**config.mk**
```make
export PLATFORM = sky130hd
export DESIGN_NAME = pnb_loader
export DESIGN_NICKNAME = d
export VERILOG_FILES = /design/src/verilog/pnb_pkg.sv /design/src/verilog/pnb_addr_if.sv /design/src/verilog/pnb_addr_cnt.sv /design/src/verilog/pnb_loader.sv
export SDC_FILE = /design/constraint.sdc
export NUM_CORES = 1
export LEC_CHECK = 0
export BUFFER_PORTS_ARGS = -buffer_cell sky130_fd_sc_hd__buf_2
export CORE_MARGIN = 2
export CORE_UTILIZATION = 58
export CTS_CLUSTER_DIAMETER = 30
export DETAILED_ROUTE_END_ITERATION = 7
export GPL_TIMING_DRIVEN = 0
export PLACE_DENSITY = 0.78
export SYNTH_ARGS = -nofsm -noshare
export SYNTH_HDL_FRONTEND = slang
export SYNTH_SLANG_ARGS = --single-unit
```
**constraint.sdc**
```tcl
create_clock -name clk -period 8.5 [get_ports clk]
set_input_delay 0.425 -clock clk [delete_from_list [all_inputs] [get_ports clk]]
set_output_delay 0.425 -clock clk [all_outputs]
set_load 0.05 [all_outputs]
```
**src/verilog/pnb_pkg.sv**
```systemverilog
/*
  Constants, types and reset values shared by the byte-wide boot loader
  port and its address counter.
  Assumes a single 250 MHz clock domain and an active-low async reset.
*/
package pnb_pkg;
  // Address and data widths of the flash side.
  localparam int ADDR_W = 24;
  localparam int DATA_W = 8;
  // Start addresses for the two directions.
  localparam logic [ADDR_W-1:0] ADDR_UP_START = 24'h000000;
  localparam logic [ADDR_W-1:0] ADDR_DN_START = 24'hffffff;
  // Mode code that selects this loader, upper two bits.
  localparam logic [1:0] MODE_UPPER = 2'h1;
  // Config clock half period in system clocks (cfg clock 31.25 MHz).
  localparam int CFG_CLK_OUT_HALF = 4;
  // Initialization (memory clearing) duration in system clocks.
  localparam int INIT_CYCLES = 64;
  // Reset values of the loader state.
  localparam logic [ADDR_W-1:0] ADDR_RESET = 24'h000000;
  localparam logic [7:0] CKSUM_RESET = 8'h00;

  // Loader states.
  typedef enum logic [2:0] {
    PNB_IDLE = 3'b000,
    PNB_INIT = 3'b001,
    PNB_LOAD = 3'b010,
    PNB_DONE = 3'b011,
    PNB_FAIL = 3'b100
  } pnb_state_t;
endpackage

```
**src/verilog/pnb_addr_if.sv**
```systemverilog
/*
  Interface between the loader control and its address counter.
  Assumes both ends share the same clock and reset.
*/
interface pnb_addr_if;
  import pnb_pkg::*;
  logic load;                 // Preset the counter to the start address.
  logic down;                 // Count downward when set.
  logic step;                 // Advance by one this cycle.
  logic [ADDR_W-1:0] addr;    // Current address presented to the flash.
  modport ctl (output load, output down, output step, input addr);
  modport cnt (input load, input down, input step, output addr);
endinterface

```
**src/verilog/pnb_addr_cnt.sv**
```systemverilog
/*
  Up/down address counter for the boot loader.
  Assumes the controller pulses step on each falling config clock edge.
*/
module pnb_addr_cnt
  import pnb_pkg::*;
(
  input wire logic clk,
  input wire logic resetn,
  pnb_addr_if.cnt ai
);
  // Preset on load, otherwise step by one in the chosen direction.
  always_ff @(posedge clk or negedge resetn) begin
    if (!resetn) begin
      ai.addr <= ADDR_RESET;
    end else if (ai.load) begin
      ai.addr <= ai.down ? ADDR_DN_START : ADDR_UP_START;
    end else if (ai.step) begin
      // Wraps silently at the ends; a real image never gets that far.
      ai.addr <= ai.down ? ai.addr - 24'h000001
                         : ai.addr + 24'h000001;
    end
  end
endmodule

```
**src/verilog/pnb_loader.sv**
```systemverilog
/*
  Byte-wide parallel flash boot loader port: presents addresses, reads
  bytes, checks a running checksum and hands pins to user logic after.
  Assumes an asynchronous NOR flash and pins synchronised here.
*/
module pnb_loader
  import pnb_pkg::*;
#(
  parameter int IMAGE_BYTES = 1024 // Bytes in the image, checksum last.
) (
  input wire logic clk,
  input wire logic resetn,
  input wire logic cfg_restart_n,
  input wire logic [2:0] mode_sel,
  input wire logic pullup_disable_ctl,
  input wire logic chip_select_n,
  input wire logic port_write_n,
  input wire logic [pnb_pkg::DATA_W-1:0] mem_data_in,
  input wire logic retain_port,
  input wire logic user_chip_enable_n,
  input wire logic user_width_select,
  output logic [pnb_pkg::ADDR_W-1:0] mem_addr,
  output logic mem_chip_enable_n,
  output logic mem_output_enable_n,
  output logic mem_write_enable_n,
  output logic mem_width_select,
  output logic downstream_select_n,
  output logic cfg_clk_out,
  output logic busy,
  output logic init_out,
  output logic init_oe,
  input wire logic init_in,
  output logic done_out,
  output logic done_oe,
  output logic pullups_enabled,
  output logic slave_port_active,
  output logic port_write_active,
  output logic [pnb_pkg::DATA_W-1:0] cfg_data,
  output logic cfg_data_valid,
  output logic user_pins
);
  import pnb_pkg::*;

  // Two-stage synchronisers for the sampled pins; restart passes four stages and the user-side inputs none.
  logic [1:0] rst_s1_r, rst_s2_r;
  logic [2:0] mode_s1_r, mode_s2_r;
  logic hsw_s1_r, hsw_s2_r, cs_s1_r, cs_s2_r, wr_s1_r, wr_s2_r;
  logic init_s1_r, init_s2_r, init_d_r;
  logic [DATA_W-1:0] dat_s1_r, dat_s2_r;

  pnb_state_t state_r, state_nxt;    // Loader state.
  logic [2:0] mode_r;                // Mode caught at init release.
  logic pullup_dis_r;                // Pull-up control caught at start.
  logic [7:0] half_r;                // Config clock half-period count.
  logic cfg_clk_out_r;                      // Config clock level.
  logic [15:0] cnt_r;                // Init wait / byte counter.
  logic [7:0] sum_r;                 // Running checksum of the image.
  logic restart_seen_r;              // Restart low seen, awaiting release.
  logic fall;                        // Config clock falls this cycle.
  logic init_rise;                   // Init indicator line rose.

  pnb_addr_if ai ();

  pnb_addr_cnt u_cnt (
    .clk(clk),
    .resetn(resetn),
    .ai(ai)
  );

  // Synchronise the pins; logic reads the last stage of each, plus init_d_r for the init edge.
  always_ff @(posedge clk or negedge resetn) begin
    if (!resetn) begin
      rst_s1_r <= 2'h3;
      rst_s2_r <= 2'h3;
      mode_s1_r <= 3'h0;
      mode_s2_r <= 3'h0;
      hsw_s1_r <= 1'b0;
      hsw_s2_r <= 1'b0;
      cs_s1_r <= 1'b1;
      cs_s2_r <= 1'b1;
      wr_s1_r <= 1'b1;
      wr_s2_r <= 1'b1;
      init_s1_r <= 1'b0;
      init_s2_r <= 1'b0;
      init_d_r <= 1'b0;
      dat_s1_r <= 8'h00;
      dat_s2_r <= 8'h00;
    end else begin
      rst_s1_r <= {rst_s1_r[0], cfg_restart_n};
      rst_s2_r <= {rst_s2_r[0], rst_s1_r[1]};
      mode_s1_r <= mode_sel;
      mode_s2_r <= mode_s1_r;
      hsw_s1_r <= pullup_disable_ctl;
      hsw_s2_r <= hsw_s1_r;
      cs_s1_r <= chip_select_n;
      cs_s2_r <= cs_s1_r;
      wr_s1_r <= port_write_n;
      wr_s2_r <= wr_s1_r;
      init_s1_r <= init_in;
      init_s2_r <= init_s1_r;
      init_d_r <= init_s2_r;
      dat_s1_r <= mem_data_in;
      dat_s2_r <= dat_s1_r;
    end
  end

  assign init_rise = init_s2_r & ~init_d_r;

  // Restart is acted on when the pin returns high after being low.
  always_ff @(posedge clk or negedge resetn) begin
    if (!resetn) begin
      restart_seen_r <= 1'b0;
    end else if (!rst_s2_r[1]) begin
      restart_seen_r <= 1'b1;
    end else if (state_r == PNB_INIT) begin
      restart_seen_r <= 1'b0;
    end
  end

  // Free-running config clock divider; it stays driven in every state.
  always_ff @(posedge clk or negedge resetn) begin
    if (!resetn) begin
      half_r <= 8'h00;
      cfg_clk_out_r <= 1'b1;
    end else if (half_r == 8'(CFG_CLK_OUT_HALF - 1)) begin
      half_r <= 8'h00;
      cfg_clk_out_r <= ~cfg_clk_out_r;
    end else begin
      half_r <= half_r + 8'h01;
    end
  end

  assign fall = cfg_clk_out_r && (half_r == 8'(CFG_CLK_OUT_HALF - 1));

  // Next state of the loader.
  always_comb begin
    state_nxt = state_r;
    case (state_r)
      PNB_IDLE: begin
        if (rst_s2_r[1]) state_nxt = PNB_INIT;
      end
      PNB_INIT: begin
        // Wait for memory clearing and the released indicator to rise.
        if (init_rise && cnt_r >= 16'(INIT_CYCLES)) begin
          // Only the documented upper mode code starts a load.
          if (mode_s2_r[2:1] == MODE_UPPER) state_nxt = PNB_LOAD;
          else state_nxt = PNB_FAIL;
        end
      end
      PNB_LOAD: begin
        // Outside select and write control must stay low.
        if (cs_s2_r || wr_s2_r) state_nxt = PNB_FAIL;
        else if (fall && cnt_r == 16'(IMAGE_BYTES - 1)) begin
          if (sum_r + dat_s2_r == CKSUM_RESET) state_nxt = PNB_DONE;
          else state_nxt = PNB_FAIL;
        end
      end
      PNB_DONE: state_nxt = PNB_DONE;
      PNB_FAIL: state_nxt = PNB_FAIL;
      default: state_nxt = PNB_IDLE;
    endcase
    if (restart_seen_r && rst_s2_r[1] && state_r != PNB_INIT)
      state_nxt = PNB_INIT;
  end

  // State register.
  always_ff @(posedge clk or negedge resetn) begin
    if (!resetn) state_r <= PNB_IDLE;
    else state_r <= state_nxt;
  end

  // Init wait counter, then byte counter during the load.
  always_ff @(posedge clk or negedge resetn) begin
    if (!resetn) begin
      cnt_r <= 16'h0000;
    end else if (state_nxt != state_r) begin
      cnt_r <= 16'h0000;
    end else if (state_r == PNB_INIT && cnt_r < 16'(INIT_CYCLES)) begin
      cnt_r <= cnt_r + 16'h0001;
    end else if (state_r == PNB_LOAD && fall) begin
      cnt_r <= cnt_r + 16'h0001;
    end
  end

  // Mode bits and pull-up control are caught as init is released.
  always_ff @(posedge clk or negedge resetn) begin
    if (!resetn) begin
      mode_r <= 3'h0;
      pullup_dis_r <= 1'b0;
    end else if (state_r == PNB_INIT && init_rise) begin
      mode_r <= mode_s2_r;
      pullup_dis_r <= hsw_s2_r;
    end
  end

  // Address counter control: preset throughout init, step on falling edges.
  assign ai.load = (state_r == PNB_INIT);
  assign ai.down = (state_r == PNB_INIT) ? mode_s2_r[0] : mode_r[0];
  assign ai.step = (state_r == PNB_LOAD) && fall;

  // Each byte is sampled just before the address moves on.
  always_ff @(posedge clk or negedge resetn) begin
    if (!resetn) begin
      sum_r <= CKSUM_RESET;
      cfg_data <= 8'h00;
      cfg_data_valid <= 1'b0;
    end else begin
      cfg_data_valid <= ai.step;
      if (state_r == PNB_INIT) begin
        sum_r <= CKSUM_RESET;
      end else if (ai.step) begin
        cfg_data <= dat_s2_r;
        sum_r <= sum_r + dat_s2_r;
      end
    end
  end

  // Address presented from the counter register.
  assign mem_addr = ai.addr;

  // Flash strobes are fixed during load; afterwards user logic drives chip enable and width select only.
  always_comb begin
    user_pins = (state_r == PNB_DONE);
    if (user_pins) begin
      mem_chip_enable_n = user_chip_enable_n;
      mem_width_select = user_width_select;
    end else begin
      mem_chip_enable_n = 1'b0;
      mem_width_select = 1'b0;
    end
    mem_output_enable_n = 1'b0;
    mem_write_enable_n = 1'b1;
  end

  // Single device: these stay actively driven though unused.
  assign downstream_select_n = 1'b1;
  assign cfg_clk_out = cfg_clk_out_r;
  assign busy = 1'b0;

  // Open-drain indicators: init is driven low while clearing or after an error, done until the load completes.
  assign init_out = 1'b0;
  assign init_oe = (state_r == PNB_IDLE) ||
                   (state_r == PNB_INIT && cnt_r < 16'(INIT_CYCLES)) ||
                   (state_r == PNB_FAIL);
  assign done_out = 1'b0;
  assign done_oe = (state_r != PNB_DONE);

  assign pullups_enabled = !pullup_dis_r && !user_pins;
  // Slave port survives only with the retain option set.
  assign slave_port_active = user_pins && retain_port;
  assign port_write_active = slave_port_active && !wr_s2_r;
endmodule

```
Word-level counts from Yosys, hierarchy flattened
Cells that the tools add are included.

operators by class
  add/sub/neg operators = 5
  multipliers = 0
  div/mod/pow operators = 0
  order comparisons = 2
  eq/ne operators = 11
  shift-type cells = 0
  mux-type cells = 23
  bitwise gates (word level) = 4
  reduce and logical (&&, ||, !) cells = 22

operators with widths
  cell                                                   number
  two-way mux 24 bit                                     4
  two-way mux 16 bit                                     3
  adder 24 x 1 -> 24 bit, second input constant          1
  two-way mux 8 bit                                      3
  subtractor 24 x 1 -> 24 bit, second input constant     1
  two-way mux 3 bit                                      7
  adder 16 x 1 -> 16 bit, second input constant          1
  equality test 16 x 10 -> 1 bit, second input constant  1
  >= comparator 16 x 7 -> 1 bit, second input constant   1
  < comparator 16 x 7 -> 1 bit, second input constant    1
  one-hot mux 3 bit (5 select lines)                     1
  logical AND 1 bit                                      11
  adder 8 x 1 -> 8 bit, second input constant            1
  adder 8 bit                                            1
  equality test 8 x 2 -> 1 bit, second input constant    1
  logical NOT 8 bit                                      1
  equality test 3 x 2 -> 1 bit, second input constant    2
  two-way mux 1 bit                                      5
  equality test 3 x 1 -> 1 bit, second input constant    1
  equality test 3 bit, second input constant             1
  logical NOT 1 bit                                      3
  logical NOT 3 bit                                      1
  logical OR 1 bit                                       3
  inequality test 3 x 1 -> 1 bit, second input constant  1
  9 further kinds                                        11

word-level totals
  bits in registers = 107
  bits in latches = 0
  RAM bits = 0
  bits in read-only memories = 0
  input port bits = 21
  output and inout bits = 48
  logic and storage cells = 93
  memories = 0

Depth between registers and ports, before layout
Gate-level depths: netlist of the first run.

  depth after elaboration = 9
  gate-level depth with buffers = 16
  gate-level depth less buffers = 14

Cells and area by module
A second synthesis of the first run with hierarchy kept.

second synthesis, totals
  cell total of the unflattened synthesis = 609
  area total of the unflattened synthesis = 5919.4 um2

modules (own cells, without submodules)
  module        instances  cells an instance  area an instance (um2)  sequential area each (um2)
  pnb_loader    1          327                3669.8                  2088.3
  pnb_addr_cnt  1          282                2249.7                  600.6

Least setup slack after synthesis of the first run
No wires, ideal clock.

  path type = reg2reg
  from = reg state_r[1]
  to = reg u_cnt.ai.addr[23]
  library setup time = 0.082 ns
  arrival = 3.791 ns
  required time = 8.418 ns
  slack = 4.627 ns
  stages on the path, launching flop included = 15
  buffers on the path = 1
  clock period less this slack = 3.873 ns
  path through = dfrtp_1 clkbuf_1 nor3_1 nand2_1 and2_1 inv_1 ha_1 a2111oi_0 a21boi_0 o211ai_1 nand3_1 a31oi_1 or4_1 a31o_2 a31oi_1

between the ends
  longest elaborated chain between the ends = 5
  elaborated cells on any way between the ends = 9
  those cells by class = 2 x eq/ne; 5 x mux; 2 x reduce/logical

ends and longest elaborated chain
  item                          RTL line                              RTL
  from (decl)                   pnb_loader.sv:51                      pnb_state_t state_r, state_nxt;
  from (signal assigned)        pnb_loader.sv:169                     else state_r <= state_nxt;
  equality test 3 x 1 -> 1 bit  pnb_loader.sv:197, pnb_loader.sv:198
  two-way mux 1 bit             pnb_loader.sv:198                     assign ai.down = (state_r == PNB_INIT) ? mode_s2_r[0] : mode_r[0];
  two-way mux 24 bit            pnb_addr_cnt.sv:20                    ai.addr <= ai.down ? ai.addr - 24'h000001
  two-way mux 24 bit            pnb_addr_cnt.sv:18                    end else if (ai.step) begin
  two-way mux 24 bit            pnb_addr_cnt.sv:16                    end else if (ai.load) begin
  to (signal assigned)          pnb_addr_cnt.sv:17                    ai.addr <= ai.down ? ADDR_DN_START : ADDR_UP_START;
  to (signal assigned)          pnb_addr_cnt.sv:20
  to (decl)                     pnb_addr_if.sv:12                     modport cnt (input load, input down, input step, output addr);

Parallel ways exist; a longest one is shown, timed or not. The select of a mux whose other input is x is not followed.
A chain may end at the register's enable or synchronous reset.

Worst setup path in the final report of the first run
  from = reg state_r[1]
  to = reg u_cnt.ai.addr[22]

The elaborated chain is that of the path after synthesis.

==> results of run 1 <==
[cell usage after synthesis, drive strengths merged, types with 3 or more instances]
master   number  area share [%]
nand4         7            0.76
nor2         27             1.8
o21ai        30             2.6
nor3         30             2.7
xor2         17             2.6
o211ai        3            0.39
clkbuf       16             1.0
buf           9             1.2
nand2        67             4.4
a211oi        5            0.65
o31ai         7            0.92
dfstp         9             4.1
a31oi         7            0.76
and2          5            0.54
nor3b         6            0.78
a21o          4            0.52
nand2b       10             1.1
a2111oi       3            0.46
o21bai        5            0.65
inv          21             1.4
xnor2        20             3.1
a21oi        45             4.0
o21a         11             1.4
dfrtp        98              43
nand3        31             2.7
ha           32             7.0
a211o         3            0.46
or2b          3            0.39
nor4          4            0.44
or3           8            0.89
and3          9            0.98
nor2b         6            0.65
[cells by family after synthesis]
group	share of synthesized area, %
AOI/OAI and AO/OA	16.0
adders and majority gates	7.67
xor gates and xnor gates	5.64
and+or+nand+nor	19.3
DFF	46.8
other	0.131
buffers and inverters	3.62
muxes	0.741
[worst max-delay path: cells and delay by family, from the launching register on]
family,cells,cell delay [ns]
buffers and inverters,2,0.81
DFF,1,0.41
adders and majority gates,1,0.44
muxes,1,0.15
and+or+nand+nor,3,1.19
AOI/OAI and AO/OA,5,2.00
[per-layer routing]
| metal | GRT usage, % | vias up | share of wire [%] |
|---|---|---|---|
| met5 | 0 | - | 0 |
| met4 | 8.78 | 0 | 2.0 |
| met3 | 4.15 | 23 | 4.3 |
| met2 | 39.4 | 142 | 48 |
| met1 | 32.3 | 2284 | 45 |
| li1 | - | 2269 | - |
[flip-flops by register name, indices dropped and copies added, names as in the netlist, 2 cells and up]
name           cells
cfg_data           8
mode_s1_r          3
cnt_r             16
rst_s2_r           2
mode_s2_r          3
rst_s1_r           2
dat_s1_r           8
u_cnt.ai.addr     24
state_r            3
sum_r              8
dat_s2_r           8
half_r             8
[power groups by stage]
stage / clock network [mW] / logic (mW) / registers [mW]
2_1_floorplan: 0 / 1.05 / 0.891
3_3_place_gp: 0 / 1.55 / 0.695
3_5_place_dp: 0 / 1.59 / 0.703
4_1_cts: 0.325 / 1.60 / 0.692
5_1_grt: 0.346 / 1.77 / 0.707
6_report: 0.318 / 1.62 / 0.694
[worst max path at each step]
stage                                          endpoint  cells past startpoint
after floorplan           u_cnt.ai.addr[23]$_DFFE_PN0P_                     14
after global placement    u_cnt.ai.addr[22]$_DFFE_PN0P_                     12
after detailed placement  u_cnt.ai.addr[23]$_DFFE_PN0P_                     14
after CTS                 u_cnt.ai.addr[22]$_DFFE_PN0P_                     12
after global routing      u_cnt.ai.addr[22]$_DFFE_PN0P_                     12
final                     u_cnt.ai.addr[22]$_DFFE_PN0P_                     12
[area by class of cell]
class                           count  area (um^2)
Clock inverter                      4         56.3
Fill cell                         773         3220
Timing Repair Buffer               63          340
Multi-Input combinational cell    443         2860
Inverter                           21         78.8
Sequential cell                   107         2690
Tap cell                          133          166
Clock buffer                       12          145
Buffer                             25          129
==> out/results.ini, run 1 <==
[logic_synthesis]
synthCells=592
synth_edf_count=0
yosys_warnings=0
ys_seq_elements=107
yosysUniqueCellTypes=65
syn-mean-instance-area_um2=9.70
synth_ff_type=dfrtp_1
async_reset_ff_share_pct=100
yosysSeqAreaShare_pct=46.8
netlist_area_um2=5740

[floorplan]
core_um2=9680
num_rows=36
initial_utilization_pct=59.3
fp.dieArea_um2=10700
die_w_um=104
fp.dieH_um=104
ios=69

[pwr]
swShare_pct=49.9
irDropWorstVdd_uv=206
pwr-share-comb_pct=61.5
cellLeakagePower_nw=3.01
internal-power_mw=1.32
seqPwrFrac_pct=26.4
power.density_nw_per_um2=406
power_mw=2.63
switchingPower_mw=1.31
clock_power_share_pct=12.1

[grt]
grt_remaining_overflow=0
grt_pass1_wl_mm=21.1
gr-usage-all-layers_pct=24.0
grt_pass1_vias=4584
grt_max_degree=55
antenna_found_initial=0

[clock_network]
clock_latency_ns=0.37
cts_root_buffer=clkbuf_8
cts_max_level=3
cts.sinks=107
ctsResizeCount=0
cts.clk_slew.worst_paths_ns=0.10
cts_tree=yes
clockBufferDepth=2
cts_setup_buffers=0
hold_buffers=0
cts_inserted_buffers=9

[placement]
dpl.hpwl_mm=9.22
dp.cells=792
gp_congestion=0.868
postPlaceCellArea_um2=6260
portBuffers=62
dp_slack_ns=3.49

[setup_path]
startpoint_type=flop
slowest_delay_ns=0.87
path_class=reg2reg
reg2reg_from=state_r[1]$_DFF_PN0_
cp-startpoint=state_r[1]$_DFF_PN0_
cp-end-kind=flop
cp_common_cell=o21ai_0
rrSetupSlack_ns=3.40
cp_max_fo=22
critPathArrivalTime_ns=5.37
r2r_cells=12
crit_chain=clkbuf_1 > nor3_1 > nand2_1 > and2_1 > inv_1 > ha_1 > a2111oi_0 > a21oi_1 > o21ai_0 > o21ai_0 > mux2i_1 > a211oi_1
slowest_stage=a2111oi_0
critPathRequiredTime_ns=8.78
reg2reg_to=u_cnt.ai.addr[22]$_DFFE_PN0P_

[timing]
tns_ns=0
final.setup_skew_ns=0.0117
hold_viol=0
fin_crit_ns=5.10
max_freq_mhz=196
slew_viol_final=0
relSlewSlack_pct=36.7
setup_viol=0
hold_ws_ns=0.0861
worst_pin_slew_ns=0.926
fin_ws_ns=3.40
period_share_pct=60.0
rsz0062_at_grt=false

[layout]
finalCoreUtilization_pct=66.8
stdcell_count=808
nNetsFinal=725
synthToLayoutAreaGrowth_pct=12.6
drive_gt1_share_pct=15.6
final_common_cell=dfrtp_1
finalInstanceArea_um2=6470
n_antenna_cell=0
layout_common_cells=98 x dfrtp_1, 67 x nand2_1, 62 x buf_2

[routing]
drtPass1Iterations=8
wirelength_mm=12.3
ant_nets=0
initialDrtViolationCount=285
wl_per_cell_um=15.2
routed_via_density=5.84
drc=0
vias=4718

[run_status]
status=completed

[flow_run]
drv_cap=0

[min_path]
hold_path.class=in2async

No activity file was read; power rests on OpenSTA's default activity.
==> run 2, diff against run 1 <==
ABC_AREA = 1   (was unset)
PLACE_DENSITY = 0.77   (was 0.78)
clock period = 4.94 ns   (was 8.5 ns; I/O delays follow)
==> out/results.ini, run 2 <==
[timing]
worst_pin_slew_ns=1.14
fin_crit_ns=3.76
relSlewSlack_pct=24.0
hold_viol=0
slew_viol_final=0
final.setup_skew_ns=0.0167
period_share_pct=76.1
setup_viol=0
rsz0062_at_grt=false
fin_ws_ns=1.18
max_freq_mhz=266
tns_ns=0

[floorplan]
initial_utilization_pct=59.3
fp.dieArea_um2=11300
num_rows=37
die_w_um=106
ios=69
core_um2=10200
fp.dieH_um=106

[flow_run]
drv_cap=0

[grt]
grt_pass1_vias=5033
gr-usage-all-layers_pct=25.1
antenna_found_initial=0
grt_max_degree=77
grt_pass1_wl_mm=22.5
grt_remaining_overflow=0

[placement]
dpl.hpwl_mm=9.78
dp_slack_ns=1.28
portBuffers=62
gp_congestion=0.926

[clock_network]
cts_setup_buffers=0
clockBufferDepth=2
cts_max_level=3
cts.sinks=107
clock_latency_ns=0.40
cts_root_buffer=clkbuf_8
cts.clk_slew.worst_paths_ns=0.10
cts_inserted_buffers=9
cts_tree=yes
ctsResizeCount=0

[routing]
wl_per_cell_um=13.4
drc=0
vias=5141
ant_nets=0
initialDrtViolationCount=289
wirelength_mm=13.2
routed_via_density=5.22
drtPass1Iterations=5

[setup_path]
reg2reg_to=u_cnt.ai.addr[11]$_DFFE_PN0P_
critPathRequiredTime_ns=5.26
path_class=reg2reg
critPathArrivalTime_ns=4.08
cp_max_fo=24
rrSetupSlack_ns=1.18
reg2reg_from=state_r[0]$_DFF_PN0_
r2r_cells=20
cp-end-kind=flop
startpoint_type=flop

[logic_synthesis]
synth.largest_area_cell=dfrtp_1
async_reset_ff_share_pct=100
yosysSeqAreaShare_pct=44.3
yosysTopAreaCellShare_pct=40.4
ys_seq_elements=107
synth.most_common_cell=nand2_1
synth_edf_count=0
synthCells=749
synth_ff_type=dfrtp_1
syn-mean-instance-area_um2=8.10
yosys_warnings=0
synthTopCellsByCount=168 x nand2_1, 98 x dfrtp_1, 92 x inv_1
yosysUniqueCellTypes=46
netlist_area_um2=6060
synthTopCellsByArea=dfrtp_1 40%, nand2_1 10%, ha_1 6.6%

[layout]
largest_reg_flops=24
n_antenna_cell=0
final_common_cell=nand2_1
drive_gt1_share_pct=16.1
register_area_um2=2690
regMostFlops=u_cnt.ai.addr
fillers=833
layout_common_cells=168 x nand2_1, 98 x dfrtp_1, 92 x inv_1
synthToLayoutAreaGrowth_pct=15.0
reg_top3=u_cnt.ai.addr: 24 flops, cnt_r: 16 flops
nNetsFinal=899
multi_input_area_um2=2920

[pwr]
irDropWorstVdd_uv=265
power.density_nw_per_um2=333
cellLeakagePower_nw=3.58

[run_status]
status=completed

[min_path]
hold_path.class=in2async

==> run 2: worst max path at each step <==
stage                         startpoint                       endpoint  slack (ns)  cells after the start
floorplan           state_r[2]$_DFF_PN0_              port_write_active        1.56                      5
global placement    state_r[0]$_DFF_PN0_  u_cnt.ai.addr[11]$_DFFE_PN0P_        1.37                     20
detailed placement  state_r[0]$_DFF_PN0_  u_cnt.ai.addr[11]$_DFFE_PN0P_        1.28                     20
CTS                 state_r[0]$_DFF_PN0_  u_cnt.ai.addr[11]$_DFFE_PN0P_        1.23                     20
global route        state_r[0]$_DFF_PN0_   u_cnt.ai.addr[9]$_DFFE_PN0P_        0.77                     18
finish              state_r[0]$_DFF_PN0_  u_cnt.ai.addr[11]$_DFFE_PN0P_        1.18                     20
==> run 2: cell families after synthesis <==
group                      after synthesis  share of synthesized area [%]
and+or+nand+nor                        355                           26.8
AOI/OAI and AO/OA                      115                           10.6
buffers and inverters                  115                           7.80
DFF                                    107                           44.3
adders and majority gates               34                           7.26
xor gates and xnor gates                19                           2.74
other                                    2                          0.124
muxes                                    2                          0.351
==> run 2: power breakdown <==
| group | leakage, nW | switching, mW | total (mW) | internal [mW] |
|---|---|---|---|---|
| Clock | 0.108 | 0.305 | 0.572 | 0.267 |
| Combinational | 2.15 | 0.501 | 0.743 | 0.242 |
| Sequential | 1.32 | 0.0594 | 1.00 | 0.945 |
==> run 2: per-stage QoR <==
step / util, % / total power, mW / hold WS (ns) / area [um^2] / cells
finish: 68.1 / 2.32 / 0.321 / 6970 / 985
detailed placement: 64.4 / 1.75 / 0.228 / 6590 / 952
floorplan: - / 1.57 / -0.0486 / 6080 / 753
global placement: 64.1 / 1.72 / 0.331 / 6560 / 951
CTS: 68.1 / 2.34 / 0.329 / 6970 / 985
global route: 68.1 / 2.46 / 0.351 / 6970 / 985
==> run 2: metal layers <==
metal  track usage [%]  vias up  wire length [um]
met5                 0        -                 0
met4              8.27        0               252
met3              6.32       17               575
met2              41.8      121              6380
met1              32.2     2386              6020
li1                  -     2617                 -
==> run 2: final cells by class <==
type                       instances  area share, %
clock buffer                      12           2.23
tap                              136           2.44
clock inverter                     4          0.808
multi-input combinational        531           41.8
sequential                       107           38.6
buffer                            17           1.51
inverter                          98           5.28
timing repair buffer              80           7.32
==> run 2: timing repair <==
action,4_1_cts,5_1_grt
endpoints found under the setup margin,0,0
hold buffers,17,0
hold endpoints to repair,47,0
==> run 2: worst max-delay path, stage by stage, from the launching register on <==
cell	delay (ns)
dfrtp_1	0.47
inv_1	0.09
nor2_2	0.17
inv_2	0.09
nor2_8	0.13
inv_2	0.13
nor2_2	0.14
inv_1	0.07
o21ai_2	0.42
ha_1	0.46
a21oi_1	0.26
o21ai_0	0.16
a21oi_1	0.20
o21bai_1	0.19
a21oi_1	0.21
inv_1	0.10
nand2_1	0.09
nand2_1	0.05
nand2_1	0.06
nand3_1	0.06
a21oi_1	0.12
